## src/include/i2c_ctl_pkg.sv

```systemverilog
// constants for the two-wire address, divisor and slave control block
// assumes a 32-bit aligned register map reached over axi4-lite
package i2c_ctl_pkg;
    // register byte addresses
    localparam logic [31:0] OFS_TX_FIFO = 32'h4002080c;
    localparam logic [31:0] OFS_ADDR_ONE = 32'h40020818;
    localparam logic [31:0] OFS_ADDR_TWO = 32'h4002081c;
    localparam logic [31:0] OFS_START_BYTE = 32'h40020820;
    localparam logic [31:0] OFS_DIVISOR = 32'h40020824;
    localparam logic [31:0] OFS_SLAVE_CTL = 32'h40020828;
    localparam logic [31:0] OFS_IRQ_STATUS = 32'h40020840;
    localparam logic [31:0] OFS_IRQ_CLEAR = 32'h40020844;
    localparam logic [31:0] OFS_IRQ_ENABLE = 32'h40020848;
    localparam logic [31:0] OFS_MASTER_STATUS = 32'h4002084c;
    // reset values
    localparam logic [15:0] RST_DIVISOR = 16'hc6c7;
    localparam logic [7:0] RST_BYTE = 8'h00;
    // slave control bit positions
    localparam int SC_PER_ID = 15;
    localparam int SC_TX_DMA = 14;
    localparam int SC_RX_DMA = 13;
    localparam int SC_REPST_IE = 12;
    localparam int SC_LATE_DEC = 11;
    localparam int SC_STX_IE = 10;
    localparam int SC_SRX_IE = 9;
    localparam int SC_STOP_IE = 8;
    // event bits of status, clear and enable registers
    localparam int EV_REPEAT_START_FLAG = 0;
    localparam int EV_STX = 1;
    localparam int EV_SRX = 2;
    localparam int EV_STOP = 3;
    localparam int EV_MDONE = 4;
    localparam int NUM_EV = 5;
    // address pattern and byte framing
    localparam logic [4:0] TEN_BIT_TAG = 5'h1e;
    localparam logic [3:0] ACK_SLOT = 4'h8;
    localparam logic [3:0] LAST_DATA_BIT = 4'h7;
    localparam int FIFO_DEPTH = 2;
    // axi responses
    localparam logic [1:0] RESP_OKAY = 2'h0;
    localparam logic [1:0] RESP_SLVERR = 2'h2;
    // master sequencer states
    typedef enum logic [6:0] {
        ST_IDLE = 7'h01,
        ST_START = 7'h02,
        ST_BYTE = 7'h04,
        ST_RSTART = 7'h08,
        ST_RHIGH = 7'h10,
        ST_STOP = 7'h20,
        ST_SHIGH = 7'h40
    } seq_state_t;
endpackage : i2c_ctl_pkg

```

## src/include/txq_if.sv

```systemverilog
// bundle between the master sequencer and its two-byte transmit queue
// assumes one clock shared by both ends
`timescale 1ns/1ps
interface txq_if;
    logic push; // write one byte
    logic [7:0] push_data; // byte to store
    logic pop; // drop the head byte
    logic [7:0] head; // oldest byte
    logic full; // no room left
    logic empty; // nothing stored
    logic [1:0] level; // bytes held
    modport user(output push, push_data, pop, input head, full, empty, level);
    modport store(input push, push_data, pop, output head, full, empty, level);
endinterface : txq_if

```

## src/hdl/tx_byte_queue.sv

```systemverilog
// two-entry byte queue behind the master transmit port
// ignores push while full and pop while empty
`timescale 1ns/1ps
module tx_byte_queue (
    // clock and reset
    input wire logic aclk,
    input wire logic aresetn,
    // queue bundle
    txq_if.store q
);
    logic [7:0] mem [i2c_ctl_pkg::FIFO_DEPTH]; // byte store
    logic wr_ptr; // next slot to fill
    logic rd_ptr; // slot of head

    // occupancy flags
    assign q.full = (q.level == 2'h2);
    assign q.empty = (q.level == 2'h0);
    assign q.head = mem[rd_ptr];

    // pointers and count
    always_ff @(posedge aclk) begin
        if (!aresetn) begin
            wr_ptr <= 1'b0;
            rd_ptr <= 1'b0;
            q.level <= 2'h0;
        end else begin
            if (q.push && !q.full) wr_ptr <= ~wr_ptr;
            if (q.pop && !q.empty) rd_ptr <= ~rd_ptr;
            q.level <= q.level + {1'b0, q.push && !q.full} - {1'b0, q.pop && !q.empty};
        end
    end

    // storage, no reset needed
    always_ff @(posedge aclk) begin
        if (q.push && !q.full) mem[wr_ptr] <= q.push_data;
    end
endmodule : tx_byte_queue

```

## src/hdl/scl_phase_timer.sv

```systemverilog
// counts the length of one serial clock phase
// assumes sel_high follows the serial clock level the caller drives
`timescale 1ns/1ps
module scl_phase_timer (
    // clock and reset
    input wire logic aclk,
    input wire logic aresetn,
    // control
    input wire logic run,
    input wire logic sel_high,
    input wire logic [7:0] high_count,
    input wire logic [7:0] low_count,
    // end of phase
    output logic tick
);
    logic [7:0] cnt; // cycles spent in this phase

    // phase lasts count plus one cycles
    assign tick = run && (cnt == (sel_high ? high_count : low_count));

    // counter restarts at every phase end
    always_ff @(posedge aclk) begin
        if (!aresetn) cnt <= 8'h00;
        else if (!run || tick) cnt <= 8'h00;
        else cnt <= cnt + 8'h01;
    end
endmodule : scl_phase_timer

```

## src/hdl/i2c_addr_clkdiv_slave_ctl.sv

```systemverilog
// address bytes, start byte, clock divisor and slave control upper half
// assumes axi4-lite master, slave engine pulses synchronous to aclk
//
// Added by the designer: register access over AXI4-Lite.
`timescale 1ns/1ps

module i2c_addr_clkdiv_slave_ctl (
    // clock and reset
    input wire logic aclk,
    input wire logic aresetn,
    // axi4-lite write address
    input wire logic [31:0] awaddr,
    input wire logic [2:0] awprot,
    input wire logic awvalid,
    output logic awready,
    // axi4-lite write data
    input wire logic [31:0] wdata,
    input wire logic [3:0] wstrb,
    input wire logic wvalid,
    output logic wready,
    // axi4-lite write response
    output logic [1:0] bresp,
    output logic bvalid,
    input wire logic bready,
    // axi4-lite read
    input wire logic [31:0] araddr,
    input wire logic [2:0] arprot,
    input wire logic arvalid,
    output logic arready,
    output logic [31:0] rdata,
    output logic [1:0] rresp,
    output logic rvalid,
    input wire logic rready,
    // serial clock line
    input wire logic scl_in,
    output logic scl_out,
    output logic scl_oe_n,
    // serial data line
    input wire logic sda_in,
    output logic sda_out,
    output logic sda_oe_n,
    // from the slave engine
    input wire logic repeat_start_flag,
    input wire logic slave_tx_req,
    input wire logic slave_rx_req,
    input wire logic slave_stop_seen,
    input wire logic slave_byte_to_shadow,
    input wire logic slave_byte_sent,
    // to the slave engine and dma
    output logic per_id_txfifo_enable,
    output logic slave_tx_dma_req,
    output logic slave_rx_dma_req,
    output logic slave_tx_status_dec,
    // interrupt
    output logic irq
);
    ////////////////////////////////////////////////////////////////////////
    // declarations
    logic aw_held; // write address captured
    logic w_held; // write data captured
    logic [31:0] wr_addr; // captured write address
    logic [31:0] wr_data; // captured write data
    logic [3:0] wr_strb; // captured strobes
    logic do_write; // both halves present
    logic wr_hit; // write address decodes
    logic wr_lo; // low lane enabled
    logic wr_hi; // second lane enabled
    logic [31:0] rd_data; // read mux value
    logic rd_hit; // read address decodes
    logic [7:0] addr_first_byte_field; // first address byte
    logic [7:0] addr_low_eight; // second address byte
    logic [7:0] start_byte_field; // start byte value
    logic [15:0] divisor; // high and low phase counts
    logic [7:0] slave_control; // upper half of slave control
    logic [i2c_ctl_pkg::NUM_EV-1:0] irq_status; // sticky events
    logic [i2c_ctl_pkg::NUM_EV-1:0] irq_enable; // event enables
    logic [i2c_ctl_pkg::NUM_EV-1:0] ev; // raw events
    logic [i2c_ctl_pkg::NUM_EV-1:0] ev_gate; // slave control gates
    logic [i2c_ctl_pkg::NUM_EV-1:0] clr; // clear strobes
    i2c_ctl_pkg::seq_state_t state; // master sequencer
    logic scl; // serial clock level, 1 released
    logic sda; // serial data level, 1 released
    logic [7:0] shift; // byte on the wire, msb first
    logic [3:0] bit_cnt; // bit slot, 8 is ack
    logic [1:0] step; // 0 start byte, 1 first, 2 second
    logic nack; // last ack slot saw high
    logic mdone; // sequence finished pulse
    logic go; // address write launches master
    logic tick; // phase end
    logic ten_bit; // first byte carries the ten-bit tag
    txq_if q(); // master transmit queue

    ////////////////////////////////////////////////////////////////////////
    // submodules
    tx_byte_queue u_queue (
        .aclk(aclk),
        .aresetn(aresetn),
        .q(q.store)
    );

    // phase timer halts while a slave stretches the clock low
    scl_phase_timer u_timer (
        .aclk(aclk),
        .aresetn(aresetn),
        .run(state != i2c_ctl_pkg::ST_IDLE && !(scl && !scl_in)),
        .sel_high(scl),
        .high_count(divisor[15:8]),
        .low_count(divisor[7:0]),
        .tick(tick)
    );

    ////////////////////////////////////////////////////////////////////////
    // axi write channel
    assign awready = !aw_held && !bvalid;
    assign wready = !w_held && !bvalid;
    assign do_write = aw_held && w_held && !bvalid;
    assign wr_lo = wr_strb[0];
    assign wr_hi = wr_strb[1];

    // write decode, a full queue refuses its byte
    always_comb begin
        unique case (wr_addr)
            i2c_ctl_pkg::OFS_TX_FIFO: wr_hit = !q.full;
            i2c_ctl_pkg::OFS_ADDR_ONE,
            i2c_ctl_pkg::OFS_ADDR_TWO,
            i2c_ctl_pkg::OFS_START_BYTE,
            i2c_ctl_pkg::OFS_DIVISOR,
            i2c_ctl_pkg::OFS_SLAVE_CTL,
            i2c_ctl_pkg::OFS_IRQ_CLEAR,
            i2c_ctl_pkg::OFS_IRQ_ENABLE: wr_hit = 1'b1;
            default: wr_hit = 1'b0;
        endcase
    end

    // capture halves in either order, answer once both are in
    always_ff @(posedge aclk) begin
        if (!aresetn) begin
            aw_held <= 1'b0;
            w_held <= 1'b0;
            wr_addr <= 32'h00000000;
            wr_data <= 32'h00000000;
            wr_strb <= 4'h0;
            bvalid <= 1'b0;
            bresp <= i2c_ctl_pkg::RESP_OKAY;
        end else begin
            if (awvalid && awready) begin
                aw_held <= 1'b1;
                wr_addr <= awaddr;
            end
            if (wvalid && wready) begin
                w_held <= 1'b1;
                wr_data <= wdata;
                wr_strb <= wstrb;
            end
            if (do_write) begin
                aw_held <= 1'b0;
                w_held <= 1'b0;
                bvalid <= 1'b1;
                bresp <= wr_hit ? i2c_ctl_pkg::RESP_OKAY : i2c_ctl_pkg::RESP_SLVERR;
            end else if (bvalid && bready) begin
                bvalid <= 1'b0;
            end
        end
    end

    ////////////////////////////////////////////////////////////////////////
    // axi read channel
    assign arready = !rvalid;

    // read mux, unused upper bits are zero
    always_comb begin
        rd_data = 32'h00000000;
        rd_hit = 1'b1;
        unique case (araddr)
            i2c_ctl_pkg::OFS_TX_FIFO: rd_data[7:0] = q.head;
            i2c_ctl_pkg::OFS_ADDR_ONE: rd_data[7:0] = addr_first_byte_field;
            i2c_ctl_pkg::OFS_ADDR_TWO: rd_data[7:0] = addr_low_eight;
            i2c_ctl_pkg::OFS_START_BYTE: rd_data[7:0] = start_byte_field;
            i2c_ctl_pkg::OFS_DIVISOR: rd_data[15:0] = divisor;
            i2c_ctl_pkg::OFS_SLAVE_CTL: rd_data[15:8] = slave_control;
            i2c_ctl_pkg::OFS_IRQ_STATUS: rd_data[4:0] = irq_status;
            i2c_ctl_pkg::OFS_IRQ_CLEAR: rd_data = 32'h00000000;
            i2c_ctl_pkg::OFS_IRQ_ENABLE: rd_data[4:0] = irq_enable;
            i2c_ctl_pkg::OFS_MASTER_STATUS:
                rd_data[3:0] = {nack, state != i2c_ctl_pkg::ST_IDLE, q.level};
            default: rd_hit = 1'b0;
        endcase
    end

    // one read at a time, data held until taken
    always_ff @(posedge aclk) begin
        if (!aresetn) begin
            rvalid <= 1'b0;
            rdata <= 32'h00000000;
            rresp <= i2c_ctl_pkg::RESP_OKAY;
        end else if (arvalid && arready) begin
            rvalid <= 1'b1;
            rdata <= rd_data;
            rresp <= rd_hit ? i2c_ctl_pkg::RESP_OKAY : i2c_ctl_pkg::RESP_SLVERR;
        end else if (rvalid && rready) begin
            rvalid <= 1'b0;
        end
    end

    ////////////////////////////////////////////////////////////////////////
    // software registers
    always_ff @(posedge aclk) begin
        if (!aresetn) begin
            addr_first_byte_field <= i2c_ctl_pkg::RST_BYTE;
            addr_low_eight <= i2c_ctl_pkg::RST_BYTE;
            divisor <= i2c_ctl_pkg::RST_DIVISOR;
            slave_control <= i2c_ctl_pkg::RST_BYTE;
            irq_enable <= '0;
        end else if (do_write) begin
            unique case (wr_addr)
                i2c_ctl_pkg::OFS_ADDR_ONE:
                    if (wr_lo) addr_first_byte_field <= wr_data[7:0];
                i2c_ctl_pkg::OFS_ADDR_TWO:
                    if (wr_lo) addr_low_eight <= wr_data[7:0];
                i2c_ctl_pkg::OFS_DIVISOR: begin
                    if (wr_lo) divisor[7:0] <= wr_data[7:0];
                    if (wr_hi) divisor[15:8] <= wr_data[15:8];
                end
                i2c_ctl_pkg::OFS_SLAVE_CTL:
                    if (wr_hi) slave_control <= wr_data[15:8];
                i2c_ctl_pkg::OFS_IRQ_ENABLE:
                    if (wr_lo) irq_enable <= wr_data[4:0];
                default: ;
            endcase
        end
    end

    // start byte: software value, replaced by the byte sent as start
    always_ff @(posedge aclk) begin
        if (!aresetn) start_byte_field <= i2c_ctl_pkg::RST_BYTE;
        else if (go && !q.empty) start_byte_field <= q.head;
        else if (do_write && wr_addr == i2c_ctl_pkg::OFS_START_BYTE && wr_lo)
            start_byte_field <= wr_data[7:0];
    end

    ////////////////////////////////////////////////////////////////////////
    // transmit queue hookup
    assign q.push = do_write && wr_addr == i2c_ctl_pkg::OFS_TX_FIFO && wr_lo;
    assign q.push_data = wr_data[7:0];
    assign q.pop = go && !q.empty;

    ////////////////////////////////////////////////////////////////////////
    // master sequencer
    assign go = do_write && wr_addr == i2c_ctl_pkg::OFS_ADDR_ONE && wr_lo
        && state == i2c_ctl_pkg::ST_IDLE;
    assign ten_bit = addr_first_byte_field[7:3] == i2c_ctl_pkg::TEN_BIT_TAG;
    assign scl_out = 1'b0;
    assign sda_out = 1'b0;
    assign scl_oe_n = scl;
    assign sda_oe_n = sda;

    // bit-level walk: start, bytes with ack slot, repeated start, stop
    always_ff @(posedge aclk) begin
        if (!aresetn) begin
            state <= i2c_ctl_pkg::ST_IDLE;
            scl <= 1'b1;
            sda <= 1'b1;
            shift <= 8'h00;
            bit_cnt <= 4'h0;
            step <= 2'h0;
            nack <= 1'b0;
            mdone <= 1'b0;
        end else begin
            mdone <= 1'b0;
            unique case (state)
                i2c_ctl_pkg::ST_IDLE: begin
                    if (go) begin
                        state <= i2c_ctl_pkg::ST_START;
                        sda <= 1'b0;
                        if (!q.empty) begin
                            shift <= q.head;
                            step <= 2'h0;
                        end else begin
                            shift <= wr_data[7:0];
                            step <= 2'h1;
                        end
                    end
                end
                i2c_ctl_pkg::ST_START: begin
                    // first low phase presents the msb
                    if (tick) begin
                        state <= i2c_ctl_pkg::ST_BYTE;
                        scl <= 1'b0;
                        sda <= shift[7];
                        bit_cnt <= 4'h0;
                    end
                end
                i2c_ctl_pkg::ST_BYTE: begin
                    if (tick && !scl) begin
                        scl <= 1'b1;
                    end else if (tick && bit_cnt == i2c_ctl_pkg::ACK_SLOT) begin
                        // end of ack slot, pick what follows
                        nack <= sda_in;
                        scl <= 1'b0;
                        bit_cnt <= 4'h0;
                        if (step == 2'h0) begin
                            state <= i2c_ctl_pkg::ST_RSTART;
                            shift <= addr_first_byte_field;
                            step <= 2'h1;
                        end else if (step == 2'h1 && ten_bit) begin
                            shift <= addr_low_eight;
                            sda <= addr_low_eight[7];
                            step <= 2'h2;
                        end else begin
                            state <= i2c_ctl_pkg::ST_STOP;
                            sda <= 1'b0;
                        end
                    end else if (tick) begin
                        // next data bit, or release for ack
                        scl <= 1'b0;
                        bit_cnt <= bit_cnt + 4'h1;
                        sda <= (bit_cnt == i2c_ctl_pkg::LAST_DATA_BIT) ? 1'b1 : shift[6];
                        shift <= {shift[6:0], 1'b0};
                    end
                end
                i2c_ctl_pkg::ST_RSTART: begin
                    // data released through a low phase
                    if (tick) begin
                        state <= i2c_ctl_pkg::ST_RHIGH;
                        scl <= 1'b1;
                    end
                end
                i2c_ctl_pkg::ST_RHIGH: begin
                    // data falls with clock high
                    if (tick) begin
                        state <= i2c_ctl_pkg::ST_START;
                        sda <= 1'b0;
                    end
                end
                i2c_ctl_pkg::ST_STOP: begin
                    if (tick) begin
                        state <= i2c_ctl_pkg::ST_SHIGH;
                        scl <= 1'b1;
                    end
                end
                i2c_ctl_pkg::ST_SHIGH: begin
                    // data rises with clock high
                    if (tick) begin
                        state <= i2c_ctl_pkg::ST_IDLE;
                        sda <= 1'b1;
                        mdone <= 1'b1;
                    end
                end
                default: begin
                    state <= i2c_ctl_pkg::ST_IDLE;
                    scl <= 1'b1;
                    sda <= 1'b1;
                end
            endcase
        end
    end

    ////////////////////////////////////////////////////////////////////////
    // slave control outputs
    always_ff @(posedge aclk) begin
        if (!aresetn) begin
            per_id_txfifo_enable <= 1'b0;
            slave_tx_dma_req <= 1'b0;
            slave_rx_dma_req <= 1'b0;
            slave_tx_status_dec <= 1'b0;
        end else begin
            per_id_txfifo_enable <= slave_control[i2c_ctl_pkg::SC_PER_ID-8];
            slave_tx_dma_req <= slave_control[i2c_ctl_pkg::SC_TX_DMA-8]
                && slave_tx_req;
            slave_rx_dma_req <= slave_control[i2c_ctl_pkg::SC_RX_DMA-8]
                && slave_rx_req;
            slave_tx_status_dec <= slave_control[i2c_ctl_pkg::SC_LATE_DEC-8]
                ? slave_byte_sent : slave_byte_to_shadow;
        end
    end

    ////////////////////////////////////////////////////////////////////////
    // interrupt status, clear and enable
    assign ev = {mdone, slave_stop_seen, slave_rx_req, slave_tx_req, repeat_start_flag};
    assign ev_gate = {1'b1,
        slave_control[i2c_ctl_pkg::SC_STOP_IE-8],
        slave_control[i2c_ctl_pkg::SC_SRX_IE-8],
        slave_control[i2c_ctl_pkg::SC_STX_IE-8],
        slave_control[i2c_ctl_pkg::SC_REPST_IE-8]};
    assign clr = (do_write && wr_addr == i2c_ctl_pkg::OFS_IRQ_CLEAR && wr_lo)
        ? wr_data[4:0] : '0;

    // sticky bits, a new event beats its clear
    for (genvar i = 0; i < i2c_ctl_pkg::NUM_EV; i++) begin : g_ev
        always_ff @(posedge aclk) begin
            if (!aresetn) irq_status[i] <= 1'b0;
            else if (ev[i]) irq_status[i] <= 1'b1;
            else if (clr[i]) irq_status[i] <= 1'b0;
        end
    end

    // level output while any gated and enabled bit is set
    always_ff @(posedge aclk) begin
        if (!aresetn) irq <= 1'b0;
        else irq <= |(irq_status & irq_enable & ev_gate);
    end

    // protection bits carry no meaning here
    logic unused_prot;
    assign unused_prot = ^{awprot, arprot, wr_strb[3:2], wr_data[31:16]};
endmodule : i2c_addr_clkdiv_slave_ctl

```

## config.mk

```make
export PLATFORM = sky130hd
export DESIGN_NAME = i2c_addr_clkdiv_slave_ctl
export DESIGN_NICKNAME = d
export VERILOG_FILES = /design/src/include/i2c_ctl_pkg.sv /design/src/include/txq_if.sv /design/src/hdl/tx_byte_queue.sv /design/src/hdl/scl_phase_timer.sv /design/src/hdl/i2c_addr_clkdiv_slave_ctl.sv
export SDC_FILE = /design/constraint.sdc
export NUM_CORES = 1
export LEC_CHECK = 0
export BUFFER_PORTS_ARGS = -buffer_cell sky130_fd_sc_hd__buf_2
export CORE_MARGIN = 1.5
export CORE_UTILIZATION = 56
export DETAILED_ROUTE_END_ITERATION = 8
export PLACE_DENSITY = 0.86
export SLEW_MARGIN = 20
export SYNTH_ARGS = -nofsm -noshare
export SYNTH_HDL_FRONTEND = slang
export SYNTH_SLANG_ARGS = --single-unit
```

## constraint.sdc

```tcl
create_clock -name aclk -period 3.6 [get_ports aclk]
set_input_delay 0.36 -clock aclk [delete_from_list [all_inputs] [get_ports aclk]]
set_output_delay 0.36 -clock aclk [all_outputs]
set_load 0.02 [all_outputs]
```

# Yosys cells after proc, flatten, opt, wreduce, memory -nomap -nowiden
# Memories as Yosys holds them, arrays and structs flattened. A register that Yosys moved wholly into a read port is not among the register bits.
# Index checks and enable logic that the tools add are counted.
# op_classes
add_sub_neg	4
eq_ne	46
muxes	78
bitwise	8
n_reduce_logical	73
# op_table
cell	count
== test 32 x 31 -> 1 bit (second input constant)	18
two-way mux 8 bit	10
two-way mux 7 bit	10
case mux 7 bit (7 select lines)	1
two-way mux 1 bit	35
case mux 4 bit (8 select lines)	1
case mux 8 bit (2 select lines)	2
logical AND 1 bit	29
AND reduction 3 bit	7
nonzero test 2 bit	10
two-way mux 4 bit	4
inequality test 2 bit (second input constant)	8
case mux 3 bit (5 select lines)	1
two-way mux 2 bit	7
inequality test 3 bit (second input constant)	4
AND 5 bit	2
zero test 1 bit	10
AND reduction 5 bit	2
OR reduction 10 bit	1
AND reduction 9 bit	1
adder 8 x 1 -> 8 bit (second input constant)	1
== test 8 bit	1
case mux 4 bit (2 select lines)	1
AND reduction 8 bit	1
33 further kinds	42
# word_totals
ff_bits	174
ram_bits	16
in_bits	121
out_inout_bits	50
memories	1
# mem_list
name	words	word_bits	rd	rd_ports_with_merged_regs	write_ports	line	rtl
u_queue.mem	2	8	1	1	1	tx_byte_queue.sv:11	logic [7:0] mem [i2c_ctl_pkg::FIFO_DEPTH];

# Longest topological paths before layout
# depth
depth_word	9
mapped_depth	13
mapped_depth_nobuf	12

# By module
# From an unflattened synthesis, not the netlist that was laid out.
# unflattened
cells_unflattened	1009
hier_area_um2	8852.2
# by_module_without_submodules
module	n_inst	cells_each	area_each_um2	seq_area_each_um2
i2c_addr_clkdiv_slave_ctl	1	907	7519.7	3203.1
tx_byte_queue	1	50	812.0	580.6
scl_phase_timer	1	52	520.5	160.2

# Worst setup path after synthesis
# OpenSTA, ideal clock, no wires.
# synth_path
kind	register -> register
start	reg state[1]
end	reg step[0]
setup_time_ps	122
t_arrival_ps	3131
path_slack_ps	348
path_stages_with_launch	13
cell_sequence	dfxtp_1 > or4_1 > buf_2 > o22a_1 > nand3_1 > inv_2 > ha_1 > or4bb_1 > nor3_1 > o21ai_0 > nor4_1 > o221ai_1 > o311a_1
# synth_between
elab_chain_cells	6
# synth_lines
element	line	rtl
start, declared	i2c_addr_clkdiv_slave_ctl.sv:80	i2c_ctl_pkg::seq_state_t state;
start signal, assigned	i2c_addr_clkdiv_slave_ctl.sv:260	state <= i2c_ctl_pkg::ST_IDLE;
start signal, assigned	i2c_addr_clkdiv_slave_ctl.sv:273	state <= i2c_ctl_pkg::ST_START;
start signal, assigned	i2c_addr_clkdiv_slave_ctl.sv:287	state <= i2c_ctl_pkg::ST_BYTE;
inequality test 7 x 1 -> 1 bit *	i2c_addr_clkdiv_slave_ctl.sv:105	.run(state != i2c_ctl_pkg::ST_IDLE && !(scl && !scl_in)),
logical AND 1 bit *	i2c_addr_clkdiv_slave_ctl.sv:105	
logical AND 1 bit *	scl_phase_timer.sv:19	assign tick = run && (cnt == (sel_high ? high_count : low_count));
net tick	i2c_addr_clkdiv_slave_ctl.sv:89	logic tick;
logical AND 1 bit, on equally long branches	i2c_addr_clkdiv_slave_ctl.sv:296, i2c_addr_clkdiv_slave_ctl.sv:294	
inequality test 2 bit (no line)	--	
AND reduction 5 bit (no line) *	--	
end signal, assigned	i2c_addr_clkdiv_slave_ctl.sv:280	step <= 2'h1;
end signal, assigned	i2c_addr_clkdiv_slave_ctl.sv:304	step <= 2'h1;
end signal, assigned	i2c_addr_clkdiv_slave_ctl.sv:308	step <= 2'h2;
end, declared	i2c_addr_clkdiv_slave_ctl.sv:85	logic [1:0] step;
# The timed path passes the listed nets; every way through them passes the cells marked *.
# A chain may end at the register's enable or synchronous reset.

# Worst setup path in the final report
# layout_path
start	reg state[3]
end	reg step[0]
# The elaborated chain is that of the path after synthesis.

==> results.tsv <==
stage	metric	value	unit
clock_tree	total CTS buffers	17	
place	DP Cell Count	1328	
clock_tree	Root Driver	clkbuf_16	
logic_synthesis	Yosys reg bits	189	
route	via density per instance	6.08	
place	DP Wirelength	17.4	mm
sta	final hold slack	0.0996	ns
floorplanning	Starting Density	0.571	
logic_synthesis	Gate Count Post-Synth	1030	
clock_tree	CTS tree	built	
critical_path	Crit. path cell count	11	
critical_path	Buf/Inv on CP	1	
logic_synthesis	largest area contributor in the netlist	dfxtp_1	
critical_path	crit path max fanout	8	
route	post-route ant nets	0	
clock_tree	Max clock buf depth	2	
critical_path	category of the most critical setup path	flop to flop	
floorplanning	Die Footprint	16800	µm²
sta	Final Setup Violations	0	
clock_tree	clk slew on worst S/H paths	0.07	ns
clock_tree	CTS sink count	189	
grt	global-route wire length before repair	38.4	mm
sta	fin crit period	3.27	ns
critical_path	RR Startpoint	state[3]$_SDFFE_PN0P_	
pwr	Max IR drop VDD	354	µV
layout	commonest non-fill, non-tap cells in the layout	172 x dfxtp_1, 153 x nand2_1, 126 x buf_2	
floorplanning	# rows	46	
sta	Tightest Pin Transition	0.964	ns
sta	Fin Clk Skew	0.0147	ns
floorplanning	core box area	15800	µm²
worst_hold_path	HP Class	input port to flop	
status	status	complete, no violations	
critical_path	CP Capture Type	flop	
logic_synthesis	top cell type's share of synthesized area	0.385	
sta	Final Hold Viols	0	
sta	Final Cycle Share	0.909	
floorplanning	Die Height	130	µm
logic_synthesis	count of cell types in the netlist	75	
grt	largest net degree at the start of global routing	70	
logic_synthesis	YS warnings	0	
critical_path	r2r endpoint	step[0]$_SDFFE_PN0P_	
layout	Finished Layout Cells	1360	
clock_tree	H-tree Lvls	4	
logic_synthesis	Main synth FF type	dfxtp_1	
place	placer congestion estimate	0.987	
sta	fmax	306	MHz
critical_path	slowest CP cell	or4bb_1	
critical_path	WP data required	3.93	ns
grt	vias in the first global route	7666	
pwr	Leakage	4.28	nW
worst_hold_path	WHS Path Cells	2	
sta	max-slew violation total from the final report	0	
layout	commonest non-fill, non-tap cell in the layout	dfxtp_1	
logic_synthesis	largest cells by area after synthesis	dfxtp_1 38%, mux2i_1 7.3%, nand2_1 6.4%, edfxtp_1 5.3%, a21oi_1 4.6%	
route	DRC	0	
route	drt wl/cell	18.0	µm
grt	GRT overflow	0	
place	pre-CTS WS	0.103	ns
critical_path	crit-path max cell delay	0.56	ns
place	Buffers on Ports	126	
layout	Final nets	1259	
grt	GR Util All Layers	0.293	
route	final wirelength	24.5	mm
layout	share of layout cells above drive strength 1	0.191	
critical_path	data arrival time of the critical path	3.60	ns
clock_tree	Setup Fix Bufs, Post-CTS	0	
floorplanning	num ports	171	
route	total iterations of the first detailed-routing run	8	
logic_synthesis	sequential area share after synthesis	0.438	
critical_path	reg2reg setup slack	0.33	ns
layout	fin util	0.655	
layout	number of inserted diodes	0	
critical_path	R2R depth	11	
logic_synthesis	mean cell area of the mapped netlist	8.74	µm²
logic_synthesis	Post-synth ARST share	0	
pwr	Power Density	458	nW/µm²
sta	final setup margin	0.328	ns
layout	Area Growth Syn to Fin	14.7	%
floorplanning	Die W	130	µm
critical_path	Worst Setup SP	state[3]$_SDFFE_PN0P_	
logic_synthesis	number of synthesized flops with an enable pin	16	
critical_path	Critical Path Start Type	flop	
sta	setup TNS	0	ns
critical_path	worst path cell trace	or4_1, o22a_1, nand3_1, inv_2, ha_1, or4bb_1, nor3_2, o21ai_0, nor4_2, o221ai_1, o311a_1	
route	via count	8274	
logic_synthesis	Synth Cell Area	9000	µm²
sta	Max-slew headroom	0.356	
clock_tree	clk_lat worst skew	0.44	ns
grt	initial antenna violation count	0	
job	max cap viols	0	
sta	RSZ-0062 raised after global routing	no	
critical_path	CP endpoint	step[0]$_SDFFE_PN0P_	
critical_path	CP delay by family, top	simple AND/OR/NAND/NOR gates	
route	DRT iter0 DRCs	961	
[synthesized netlist by cell type, types with 6 or more instances]
library cell	number
xnor2_1	13
o31ai_1	7
o21ai_0	19
ha_1	7
nor3_1	32
mux2_2	13
buf_4	21
nor2_1	91
buf_1	6
nand2b_1	9
inv_1	15
and2_1	8
xor2_1	9
o211ai_1	7
a31oi_1	10
a211oi_1	7
edfxtp_1	16
nand4_1	13
mux2i_1	66
a221oi_1	9
dfxtp_1	173
and3_1	24
a32oi_1	6
nor4_1	14
nand2_1	153
clkbuf_1	47
nand3_1	41
a311oi_1	6
a21oi_1	83
[how the worst min path moves through the flow]
stage,start,end,slack [ns]
after detailed placement,wr_addr[19]$_SDFFE_PN0P_,wr_addr[19]$_SDFFE_PN0P_,0.45
after floorplan,mdone$_SDFF_PN0_,irq_status[4]$_SDFFE_PN0P_,0.42
after global routing,rready,rvalid$_SDFFE_PN0P_,0.12
after CTS,rready,rvalid$_SDFFE_PN0P_,0.09
final,rready,rvalid$_SDFFE_PN0P_,0.1
after global placement,wr_addr[11]$_SDFFE_PN0P_,wr_addr[11]$_SDFFE_PN0P_,0.44
[what timing repair did]
| item | 4_1_cts | 5_1_grt |
|---|---|---|
| resized for setup | 0 | 3 |
| hold buffers | 0 | 0 |
| setup endpoints to repair | 0 | 1 |
[layout make-up]
cell class              count  area [µm²]
flip-flops and latches    189        3950
multi-input cells         764        4700
well taps                 216         270
clock buffers              19         443
clock inverters            13         145
inverters                  16        61.3
repair buffers            143         771
fillers                  1253        5440
[report_power, final]
group          internal (mW)  leakage (nW)  switching (mW)  total, mW
registers               2.19          1.55          0.0850       2.28
logic                  0.213          2.44           0.353      0.566
clock network           1.00         0.283           0.881       1.88
[routing by layer]
metal	routed length (µm)	track usage
met5	0	0
met4	996	0.155
met3	2000	0.0582
met2	11900	0.493
met1	9670	0.357
[worst reg2reg max path: stages (launching register included)]
cell,delay [ns]
dfxtp_1,0.38
or4_1,0.54
o22a_1,0.29
nand3_1,0.14
inv_2,0.11
ha_1,0.27
or4bb_1,0.56
nor3_2,0.20
o21ai_0,0.14
nor4_2,0.21
o221ai_1,0.17
o311a_1,0.15
[sequential cells by signal (all words and copies together) (netlist names), 2 cells and up, named ones only]
register and count:
addr_first_byte_field 8, addr_low_eight 8, bit_cnt 4, divisor 16, irq_enable 5, irq_status 5, rdata 16, shift 8
slave_control 8, start_byte_field 8, state 7, step 2, u_queue.mem 16, u_queue.q.level 2, u_timer.cnt 8, wr_addr 32
wr_data 16, wr_strb 2
[kinds of logic after synthesis]
family | share of synthesized area
other cells | 0.000416
xor+xnor | 0.0214
compound gates | 0.144
mux | 0.0896
buf+inv | 0.0503
flops | 0.438
simple gates | 0.247
fa+ha+maj | 0.00973
[stage by stage]
step           total power [mW]  instance area (µm²)
4_1_cts                    4.73                10300
2_1_floorplan              2.71                 9070
5_1_grt                    4.89                10300
3_5_place_dp               2.88                 9730
6_report                   4.73                10300
3_3_place_gp               2.87                 9730
(Power assumes the default switching activity.)
